[config.mk]
export PLATFORM = sky130hd
export DESIGN_NAME = plc_link_cap
export DESIGN_NICKNAME = d
export VERILOG_FILES = /design/src/shared/plc_pkg.sv /design/src/design/plc_link_cap.sv
export SDC_FILE = /design/constraint.sdc
export NUM_CORES = 1
export LEC_CHECK = 0
export BUFFER_PORTS_ARGS = -buffer_cell sky130_fd_sc_hd__buf_4
export CAP_MARGIN = 20
export CELL_PAD_IN_SITES_DETAIL_PLACEMENT = 1
export CELL_PAD_IN_SITES_GLOBAL_PLACEMENT = 1
export CORE_MARGIN = 4
export CORE_UTILIZATION = 39
export CTS_BUF_LIST = sky130_fd_sc_hd__clkbuf_4
export DETAILED_ROUTE_END_ITERATION = 7
export PLACE_DENSITY = 0.87
export RECOVER_POWER = 50
export SETUP_SLACK_MARGIN = 0.1
export SYNTH_ARGS = -nofsm -noshare
export SYNTH_HDL_FRONTEND = slang
export SYNTH_SLANG_ARGS = --single-unit
export TNS_END_PERCENT = 20
[constraint.sdc]
create_clock -name core_clk -period 1.9 [get_ports core_clk]
set_input_delay 0.095 -clock core_clk [delete_from_list [all_inputs] [get_ports core_clk]]
set_output_delay 0.095 -clock core_clk [all_outputs]
set_load 0.01 [all_outputs]
[src/shared/plc_pkg.sv]
package plc_pkg;
    // register byte addresses
    localparam logic [11:0] ADDR_LINK_CAP = 12'h04c;
    localparam logic [11:0] ADDR_LINK_CTL = 12'h050;
    localparam logic [11:0] ADDR_SW_CTL = 12'h100;
    // link_capabilities field positions, then the link_ctl and sw_ctl bits
    localparam int SPD_LSB = 0;
    localparam int WID_LSB = 4;
    localparam int POWER_STATE_SUPPORT_LSB = 10;
    localparam int L0S_LSB = 12;
    localparam int L1_LSB = 15;
    localparam int CPM_BIT = 18;
    localparam int SDE_BIT = 19;
    localparam int DLLA_BIT = 20;
    localparam int LBN_BIT = 21;
    localparam int PORT_LSB = 24;
    localparam int COMMON_REFCLK_CONFIG_BIT = 6;
    localparam int UNLOCK_BIT = 0;
    // fixed and reset values
    localparam logic [3:0] SPEED_RST = 4'h1;
    localparam logic [1:0] POWER_STATE_SUPPORT_VAL = 2'h3;
    localparam logic [2:0] L0S_SEPARATE = 3'h5;
    localparam logic [2:0] L0S_COMMON = 3'h3;
    localparam logic [2:0] L1_RST = 3'h2;
    localparam logic CPM_RST = 1'b0;
    localparam logic [5:0] WIDTH_X1 = 6'h01;
    localparam logic [5:0] WIDTH_X2 = 6'h02;
    localparam logic [5:0] WIDTH_X4 = 6'h04;
    localparam logic [5:0] WIDTH_X12 = 6'h0c;
    localparam logic [2:0] UPSTREAM_PORT = 3'h0;
    localparam logic [1:0] INIT_CYCLES = 2'h3;
    localparam logic [1:0] RESP_OKAY = 2'h0;
    localparam logic [1:0] RESP_SLVERR = 2'h2;

    typedef struct packed {
        logic [11:0] awaddr;
        logic awvalid;
        logic [31:0] wdata;
        logic [3:0] wstrb;
        logic wvalid;
        logic bready;
        logic [11:0] araddr;
        logic arvalid;
        logic rready;
    } plc_axi_req_t;

    typedef struct packed {
        logic awready;
        logic wready;
        logic [1:0] bresp;
        logic bvalid;
        logic arready;
        logic [31:0] rdata;
        logic [1:0] rresp;
        logic rvalid;
    } plc_axi_rsp_t;

    typedef struct packed {
        logic [5:0] lane_width;
        logic [2:0] port_index;
        logic compat_1p1;
    } plc_strap_t;
endpackage

[src/design/plc_link_cap.sv]
// Register access over AXI4-Lite was decided locally.
`timescale 1ns/1ps
`default_nettype none
module plc_link_cap (
    input wire logic core_clk, // 25 MHz device clock
    input wire logic resetn, // async fundamental reset
    input wire plc_pkg::plc_axi_req_t axi_req, // axi4-lite master side
    output plc_pkg::plc_axi_rsp_t axi_rsp, // axi4-lite slave side
    input wire plc_pkg::plc_strap_t strap_pins, // lane width, port index, 1.1 mode
    output logic [5:0] train_width, // width the link trains at
    output logic init_done // straps captured, fields valid
);
    // only the four listed lane codes train as written
    function automatic logic width_ok(input logic [5:0] w);
        return (w == plc_pkg::WIDTH_X1) || (w == plc_pkg::WIDTH_X2) ||
               (w == plc_pkg::WIDTH_X4) || (w == plc_pkg::WIDTH_X12);
    endfunction

    // byte lanes not strobed keep their current value
    function automatic logic [31:0] merge(input logic [31:0] cur, input logic [31:0] wd, input logic [3:0] st);
        logic [31:0] m;
        m = {{8{st[3]}}, {8{st[2]}}, {8{st[1]}}, {8{st[0]}}};
        return (cur & ~m) | (wd & m);
    endfunction

    plc_pkg::plc_strap_t sync1_r;
    plc_pkg::plc_strap_t sync2_r;
    logic [1:0] init_cnt_r;
    logic init_done_r;
    logic [5:0] width_r;
    logic [2:0] l0s_val_r;
    logic l0s_ovr_r;
    logic [2:0] l1_r;
    logic cpm_r;
    logic sde_r;
    logic dlla_r;
    logic lbn_r;
    logic [7:0] port_id_r;
    logic common_refclk_config_r;
    logic unlock_r;
    logic [5:0] train_width_r;
    logic aw_full_r;
    logic w_full_r;
    logic bvalid_r;
    logic rvalid_r;
    logic [11:0] awaddr_r;
    logic [31:0] wdata_r;
    logic [3:0] wstrb_r;
    logic [1:0] bresp_r;
    logic [1:0] rresp_r;
    logic [31:0] rdata_r;

    // strap pins come from outside; two flops before any use
    always_ff @(posedge core_clk or negedge resetn) begin
        if (!resetn) begin
            sync1_r <= '0;
            sync2_r <= '0;
        end else begin
            sync1_r <= strap_pins;
            sync2_r <= sync1_r;
        end
    end

    // load happens once the synchroniser holds settled strap values
    wire init_load = !init_done_r && (init_cnt_r == plc_pkg::INIT_CYCLES - 2'h1);
    // port index 0 is the upstream port
    wire is_upstream = (sync2_r.port_index == plc_pkg::UPSTREAM_PORT);

    // counter stops once loaded, so straps are sampled exactly once per reset
    always_ff @(posedge core_clk or negedge resetn) begin
        if (!resetn) begin
            init_cnt_r <= '0;
            init_done_r <= 1'b0;
        end else if (!init_done_r) begin
            init_cnt_r <= init_cnt_r + 2'h1;
            init_done_r <= init_load;
        end
    end

    // axi write channel
    wire aw_hs = axi_req.awvalid && axi_rsp.awready;
    wire w_hs = axi_req.wvalid && axi_rsp.wready;
    // a held address or data beat waits here until its partner arrives
    wire aw_have = aw_full_r || aw_hs;
    wire w_have = w_full_r || w_hs;
    wire do_wr = aw_have && w_have && !bvalid_r;
    wire [11:0] wr_addr = aw_full_r ? awaddr_r : axi_req.awaddr;
    wire [31:0] wr_data = w_full_r ? wdata_r : axi_req.wdata;
    wire [3:0] wr_strb = w_full_r ? wstrb_r : axi_req.wstrb;
    // one decoder per register; anything else answers with an error
    wire wr_cap = do_wr && (wr_addr == plc_pkg::ADDR_LINK_CAP);
    wire wr_ctl = do_wr && (wr_addr == plc_pkg::ADDR_LINK_CTL);
    wire wr_sw = do_wr && (wr_addr == plc_pkg::ADDR_SW_CTL);
    wire wr_mapped = wr_cap || wr_ctl || wr_sw;
    // locked fields only move after init and while unlocked
    wire cap_load = wr_cap && unlock_r && init_done_r;

    // register views
    // latency follows the clock bit live; an unlocked byte-1 write pins it instead
    wire [2:0] l0s_field = l0s_ovr_r ? l0s_val_r : (common_refclk_config_r ? plc_pkg::L0S_COMMON : plc_pkg::L0S_SEPARATE);
    wire [31:0] link_cap = {port_id_r, 2'h0, lbn_r, dlla_r, sde_r, cpm_r, l1_r, l0s_field,
                            plc_pkg::POWER_STATE_SUPPORT_VAL, width_r, plc_pkg::SPEED_RST};
    wire [31:0] link_ctl = 32'(common_refclk_config_r) << plc_pkg::COMMON_REFCLK_CONFIG_BIT;
    wire [31:0] sw_ctl = 32'(unlock_r) << plc_pkg::UNLOCK_BIT;
    wire [31:0] cap_new = merge(link_cap, wr_data, wr_strb);
    wire [31:0] ctl_new = merge(link_ctl, wr_data, wr_strb);
    wire [31:0] sw_new = merge(sw_ctl, wr_data, wr_strb);

    always_ff @(posedge core_clk or negedge resetn) begin
        if (!resetn) begin
            aw_full_r <= 1'b0;
            w_full_r <= 1'b0;
            awaddr_r <= '0;
            wdata_r <= '0;
            wstrb_r <= '0;
            bvalid_r <= 1'b0;
            bresp_r <= plc_pkg::RESP_OKAY;
        end else begin
            if (aw_hs && !do_wr) begin
                aw_full_r <= 1'b1;
                awaddr_r <= axi_req.awaddr;
            end else if (do_wr) begin
                aw_full_r <= 1'b0;
            end
            if (w_hs && !do_wr) begin
                w_full_r <= 1'b1;
                wdata_r <= axi_req.wdata;
                wstrb_r <= axi_req.wstrb;
            end else if (do_wr) begin
                w_full_r <= 1'b0;
            end
            // the response drops only when the master takes it
            if (do_wr) begin
                bvalid_r <= 1'b1;
                bresp_r <= wr_mapped ? plc_pkg::RESP_OKAY : plc_pkg::RESP_SLVERR;
            end else if (axi_req.bready) begin
                bvalid_r <= 1'b0;
            end
        end
    end

    // capability fields
    // lane straps are only trusted after the synchroniser has settled
    always_ff @(posedge core_clk or negedge resetn) begin
        if (!resetn) begin
            width_r <= plc_pkg::WIDTH_X1;
            l0s_val_r <= plc_pkg::L0S_SEPARATE;
            l0s_ovr_r <= 1'b0;
            l1_r <= plc_pkg::L1_RST;
            cpm_r <= plc_pkg::CPM_RST;
            sde_r <= 1'b0;
            dlla_r <= 1'b0;
            lbn_r <= 1'b0;
            port_id_r <= '0;
        end else if (init_load) begin
            width_r <= sync2_r.lane_width;
            sde_r <= !is_upstream;
            dlla_r <= !is_upstream;
            lbn_r <= !is_upstream && !sync2_r.compat_1p1;
            port_id_r <= {5'h00, sync2_r.port_index};
        end else if (cap_load) begin
            width_r <= cap_new[plc_pkg::WID_LSB +: 6];
            l0s_val_r <= cap_new[plc_pkg::L0S_LSB +: 3];
            l0s_ovr_r <= wr_strb[1];
            l1_r <= cap_new[plc_pkg::L1_LSB +: 3];
            cpm_r <= cap_new[plc_pkg::CPM_BIT];
            sde_r <= cap_new[plc_pkg::SDE_BIT];
            dlla_r <= cap_new[plc_pkg::DLLA_BIT];
            lbn_r <= cap_new[plc_pkg::LBN_BIT];
        end
    end

    // control bits and trained width
    always_ff @(posedge core_clk or negedge resetn) begin
        if (!resetn) begin
            common_refclk_config_r <= 1'b0;
            unlock_r <= 1'b0;
            train_width_r <= plc_pkg::WIDTH_X1;
        end else begin
            if (wr_ctl) common_refclk_config_r <= ctl_new[plc_pkg::COMMON_REFCLK_CONFIG_BIT];
            if (wr_sw) unlock_r <= sw_new[plc_pkg::UNLOCK_BIT];
            // registered so the link side never sees a half-written code
            // invalid falls back to x1
            train_width_r <= width_ok(width_r) ? width_r : plc_pkg::WIDTH_X1;
        end
    end

    // axi read channel; the word is captured at the address handshake
    wire ar_hs = axi_req.arvalid && axi_rsp.arready;
    wire rd_cap = axi_req.araddr == plc_pkg::ADDR_LINK_CAP;
    wire rd_ctl = axi_req.araddr == plc_pkg::ADDR_LINK_CTL;
    wire rd_sw = axi_req.araddr == plc_pkg::ADDR_SW_CTL;
    // unmapped reads return zero so nothing stale leaks out
    wire [31:0] rd_word = rd_cap ? link_cap :
                          rd_ctl ? link_ctl :
                          rd_sw ? sw_ctl :
                          32'h0000_0000;

    always_ff @(posedge core_clk or negedge resetn) begin
        if (!resetn) begin
            rvalid_r <= 1'b0;
            rdata_r <= '0;
            rresp_r <= plc_pkg::RESP_OKAY;
        end else if (ar_hs) begin
            rvalid_r <= 1'b1;
            rdata_r <= rd_word;
            rresp_r <= (rd_cap || rd_ctl || rd_sw) ? plc_pkg::RESP_OKAY : plc_pkg::RESP_SLVERR;
        end else if (axi_req.rready) begin
            rvalid_r <= 1'b0;
        end
    end

    // readies drop while a response waits; one write in flight keeps the slave simple
    assign axi_rsp.awready = !aw_full_r && !bvalid_r;
    assign axi_rsp.wready = !w_full_r && !bvalid_r;
    assign axi_rsp.bvalid = bvalid_r;
    assign axi_rsp.bresp = bresp_r;
    assign axi_rsp.arready = !rvalid_r;
    assign axi_rsp.rvalid = rvalid_r;
    assign axi_rsp.rdata = rdata_r;
    assign axi_rsp.rresp = rresp_r;
    // data outputs straight from flops
    assign train_width = train_width_r;
    assign init_done = init_done_r;
endmodule
`default_nettype wire

Word level (Yosys, flattened, before mapping) --
Cells that the tools add are included.
Cells by class: bitwise gates (word level) 9, multiplexer cells 27, $mul 0, shift operators 0, equality and inequality tests 11, reductions and logical operators 40, divide/modulo/power cells 0, order comparisons 0, add/subtract/negate cells 1
Operator list (count):
- $eq A12 B7 Y1 const B | 4
- $and A22 B22 Y22 | 2
- $mux W27 | 1
- $eq A12 B9 Y1 const B | 2
- $mux W22 | 1
- $not A22 Y22 | 1
- $or A22 B22 Y22 | 1
- $mux W6 | 3
- $logic_and A1 B1 Y1 | 16
- $mux W1 | 15
- $mux W12 | 1
- $reduce_bool A2 Y1 | 5
- $logic_or A1 B1 Y1 | 9
- $mux W3 | 3
- $logic_not A1 Y1 | 8
- $and A7 B7 Y7 | 1
- $mux W7 | 1
- $or A7 B7 Y7 | 1
- $eq A6 B1 Y1 const B | 1
- $eq A6 B2 Y1 const B | 1
- $eq A6 B3 Y1 const B | 1
- $eq A6 B4 Y1 const B | 1
- $mux W2 | 2
- $logic_not A3 Y1 | 1
- other kinds (6) | 6
Word-level totals: latch bits 0, output and inout bits 48, ROM bits 0, bits of input ports 77, memories 0, memory bits (writable) 0, bits in registers 128

Depth between registers and ports, before layout --
word-level depth 11, depth in mapped cells 7

Worst setup path after synthesis --
No wires, ideal clock.
kind register to register, from register aw_full_r, to register l0s_val_r[0], buffers on the path 0, setup slack -0.162 ns, library setup time 0.076 ns, clock period less this slack 2.062 ns, stages on the path, launching flop included 6, arrival 1.985 ns, path through dfrtp_1 > or3b_1 > a22o_4 > or4_4 > a21o_1 > a22oi_2
On the way: cells in the longest elaborated chain, start to end 10
Ends and longest elaborated chain:
- from (decl) | line plc_link_cap.sv:42 | logic aw_full_r;
- from (signal assigned) | line plc_link_cap.sv:111 | aw_full_r <= 1'b0;
- from (signal assigned) | line plc_link_cap.sv:120 | aw_full_r <= 1'b1;
- from (signal assigned) | line plc_link_cap.sv:123 | aw_full_r <= 1'b0;
- branches (longest 6 deep; another with $mux W12)
- $logic_and A1 B1 Y1 (*) | line plc_link_cap.sv:91 | wire wr_cap = do_wr && (wr_addr == plc_pkg::ADDR_LINK_CAP);
- $logic_and A1 B1 Y1 (*) (2 in a row) | line plc_link_cap.sv:96 | wire cap_load = wr_cap && unlock_r && init_done_r;
- $reduce_and A2 Y1 (no source line) (*)
- to (signal assigned) | line plc_link_cap.sv:147 | l0s_val_r <= plc_pkg::L0S_SEPARATE;
- to (signal assigned) | line plc_link_cap.sv:163 | l0s_val_r <= cap_new[plc_pkg::L0S_LSB +: 3];
- to (decl) | line plc_link_cap.sv:31 | logic [2:0] l0s_val_r;
Mark *: on every way between the ends. A chain may end at the register's enable or synchronous reset.

==> results.yml <==
outcome:
  status: "finished, violations left"
  violations: "setup timing"
sta:
  fmaxAchievable_mhz: 451.1
  setup_violations: 20
  period_share_pct: 116.7
  fin_crit_ps: 2217
  fin_tns_setup_ps: -3635
  slew_viol_final: 0
  rsz0062_at_grt: "true"
  whs_ps: 20.14
  worst_pin_slew_ps: 1314
  fin_skew_ps: 24.87
  hold_viol_final: 0
  slew_headroom_pct: 12.39
  worst_slack_ps: -317.0
global_route:
  grt_max_degree: 60
  first_global_vias: 4155
  overflow: 0
  grt_pass1_wl_um: 22310
  grt_usage_pct: 20.14
  antenna_found_initial: 1
pwr:
  ir_worst_vdd_mv: 0.4217
  p_switching_mw: 2.242
  swShare_pct: 34.01
  power_mw: 6.590
  p_seq_share_pct: 48.1
  p_per_area_nw_per_um2: 993.4
  intPower_mw: 4.348
  power_leakage_nw: 3.014
  clkPwrFrac_pct: 19.9
  combinationalPowerShare_pct: 32.0
worst_setup_path:
  critPathCaptureType: "flop"
  crit_fanout: 7
  critPathArrivalTime_ps: 2620
  crit_top_cell: "buf_6"
  start_kind: "flop"
  crit_slowest_cell: "dfrtp_2"
  crit_path_cell_trace: "buf_6 > buf_6 > o32a_1 > a2111oi_2 > buf_4 > nand2_4 > mux2_4"
  crit_type: "reg2reg"
  cpPeakStageDelay_ps: 510
  worstPathRequired_ps: 2300
die:
  coreArea_um2: 12060
  die_x_um: 119.1
  core.rowCount: 40
  dieArea_um2: 14170
  ios: 125
  die_y_um: 119.1
  initial_core_util_pct: 39.88
synth:
  ys.flop_type: "dfrtp_1"
  syn_area_um2: 4810
  synth_area_per_cell_um2: 12.27
  ys_types: 55
  synth-edff-count: 0
  synth_cells: 392
  yosys_warnings: 0
  async_reset_ff_share_pct: 100.0
  synth.area.top_cells: "dfrtp_1, mux2_2, nand2_1"
  synth_top_area_share_pct: 54.63
  synth_top_cell_by_area: "dfrtp_1"
  ys_ff_latch: 110
  synth_seq_area_share_pct: 57.36
layout:
  final_layout_size_suffix_gt1_share_pct: 42.08
  area_delta_synth_final_pct: 37.93
  ff_latch_area_um2: 2761
  final_cell_area_um2: 6634
  fillCellCount: 1253
  multi_input_area_um2: 1974
  fin_nets: 641
  final_core_util_pct: 55.00
cts:
  cts_buffers: 9
  htreeDepth: 3
  cts-root-buf: "clkbuf_4"
  cts_tree: "built"
  clock-sinks: 110
  cts.reportedPaths.clkPinSlew_ps: 190
  clock_latency_ps: 490
  cts_buffer_depth: 2
routing:
  wl_um: 14740
  wl_per_cell_um: 20.00
  ant_nets: 0
  vias_per_cell: 5.107
  drc: 0
  drt_pass1_iterations: 4
  vias: 3764
  first_iter_violations: 191
placed_design:
  place.gp.congestion: 0.8813
  port_buffers: 96
  placed_area_um2: 5824
  hpwl_um: 8896
worst_hold_path:
  hold_class: "in2reg"
job:
  cap_violations: 0
cell usage in the layout, fill, tap and decap left out, drive strengths merged, types with 3 or more instances in the layout:
cell type	netlist	final
a21oi	7	7
mux2i	14	14
nor2	9	9
nor3b	4	4
dfstp	5	5
o21ai	32	32
nand2	53	53
inv	8	12
nor3	8	8
nor4	6	6
dfrtp	105	105
dlygate4sd3	0	47
o2111ai	3	3
o22a	3	3
a22oi	3	3
nand3b	4	4
nor2b	3	3
or2	5	5
mux2	57	57
clkbuf	13	21
buf	19	121
conb	1	14
worst paths after layout:
kind,cells past startpoint,from,endpoint,slack (ps)
max,7,aw_full_r,flop,-320
min,4,axi_req[1],rvalid_r,20
max reg2reg,7,aw_full_r,flop,-320
min reg2reg,0,sync1_r[3],sync2_r[3],360
max in group asynchronous,3,resetn,async pin,330
min in group asynchronous,2,resetn,async pin,400
per-stage QoR:
stage | setup WS (ps) | std cells
after floorplan | -0.8336 | 405
after CTS | -175.5 | 731
after global routing | -301.7 | 737
after global placement | -158.8 | 665
final | -317.0 | 737
after detailed placement | -264.4 | 665
power by group through the flow:
stage | Combinational, mW | Clock (mW) | Sequential [mW]
after floorplan | 1.19 | 0 | 3.00
after global placement | 1.62 | 0 | 3.07
after detailed placement | 1.72 | 0 | 3.12
after CTS | 1.90 | 1.32 | 3.11
after global routing | 2.24 | 1.42 | 3.21
final | 2.11 | 1.31 | 3.17
critical path, delay by kind of cell (launching register included):
family          cells  cell delay, ps
flops               1             510
mux                 1             290
buf+inv             3             490
simple gates        1              50
compound gates      2             800
per-layer routing:
layer	track usage, %	vias to the layer above	wire length (um)
met3	4.179	42	599
li1	-	1692	-
met2	36.84	112	7944
met5	0	-	0
met1	22.82	1918	5618
met4	7.965	0	579
synthesized netlist by cell type, types with 4 or more instances:
cell type,n
o21ai_0,32
mux2i_1,13
dfstp_2,5
nor2_1,9
clkbuf_1,12
nand2_1,53
a21oi_1,7
buf_4,15
or2_2,4
nor3_1,7
mux2_2,57
nand3b_1,4
inv_1,8
dfrtp_1,105
cell families (layout without fill, tap and decap cells):
group / count (synthesis) / after routing / share of synthesized area, %
compound gates: 65 / 65 / 9.261
xor+xnor: 1 / 1 / 0.1821
fa+ha+maj: 1 / 1 / 0.2601
buf+inv: 41 / 204 / 5.047
flops: 110 / 110 / 57.36
mux: 71 / 71 / 16.34
other cells: 1 / 15 / 0.07797
simple gates: 102 / 102 / 11.47
timing repair:
action,in CTS,in global routing
pin swaps,6,9
hold buffers,47,0
setup buffers,3,5
hold endpoints to repair,155,0
resized for setup,18,18
endpoints found under the setup margin,27,52
final cells by class:
type	count	share of cell area, %
Timing Repair Buffer	180	22.60
Clock inverter	7	1.339
Clock buffer	9	1.018
Multi-Input combinational cell	254	29.76
Tap cell	168	3.169
Sequential cell	110	41.63
Antenna cell	1	0.03772
Inverter	8	0.4527
No activity file was read; power rests on OpenSTA's default activity.
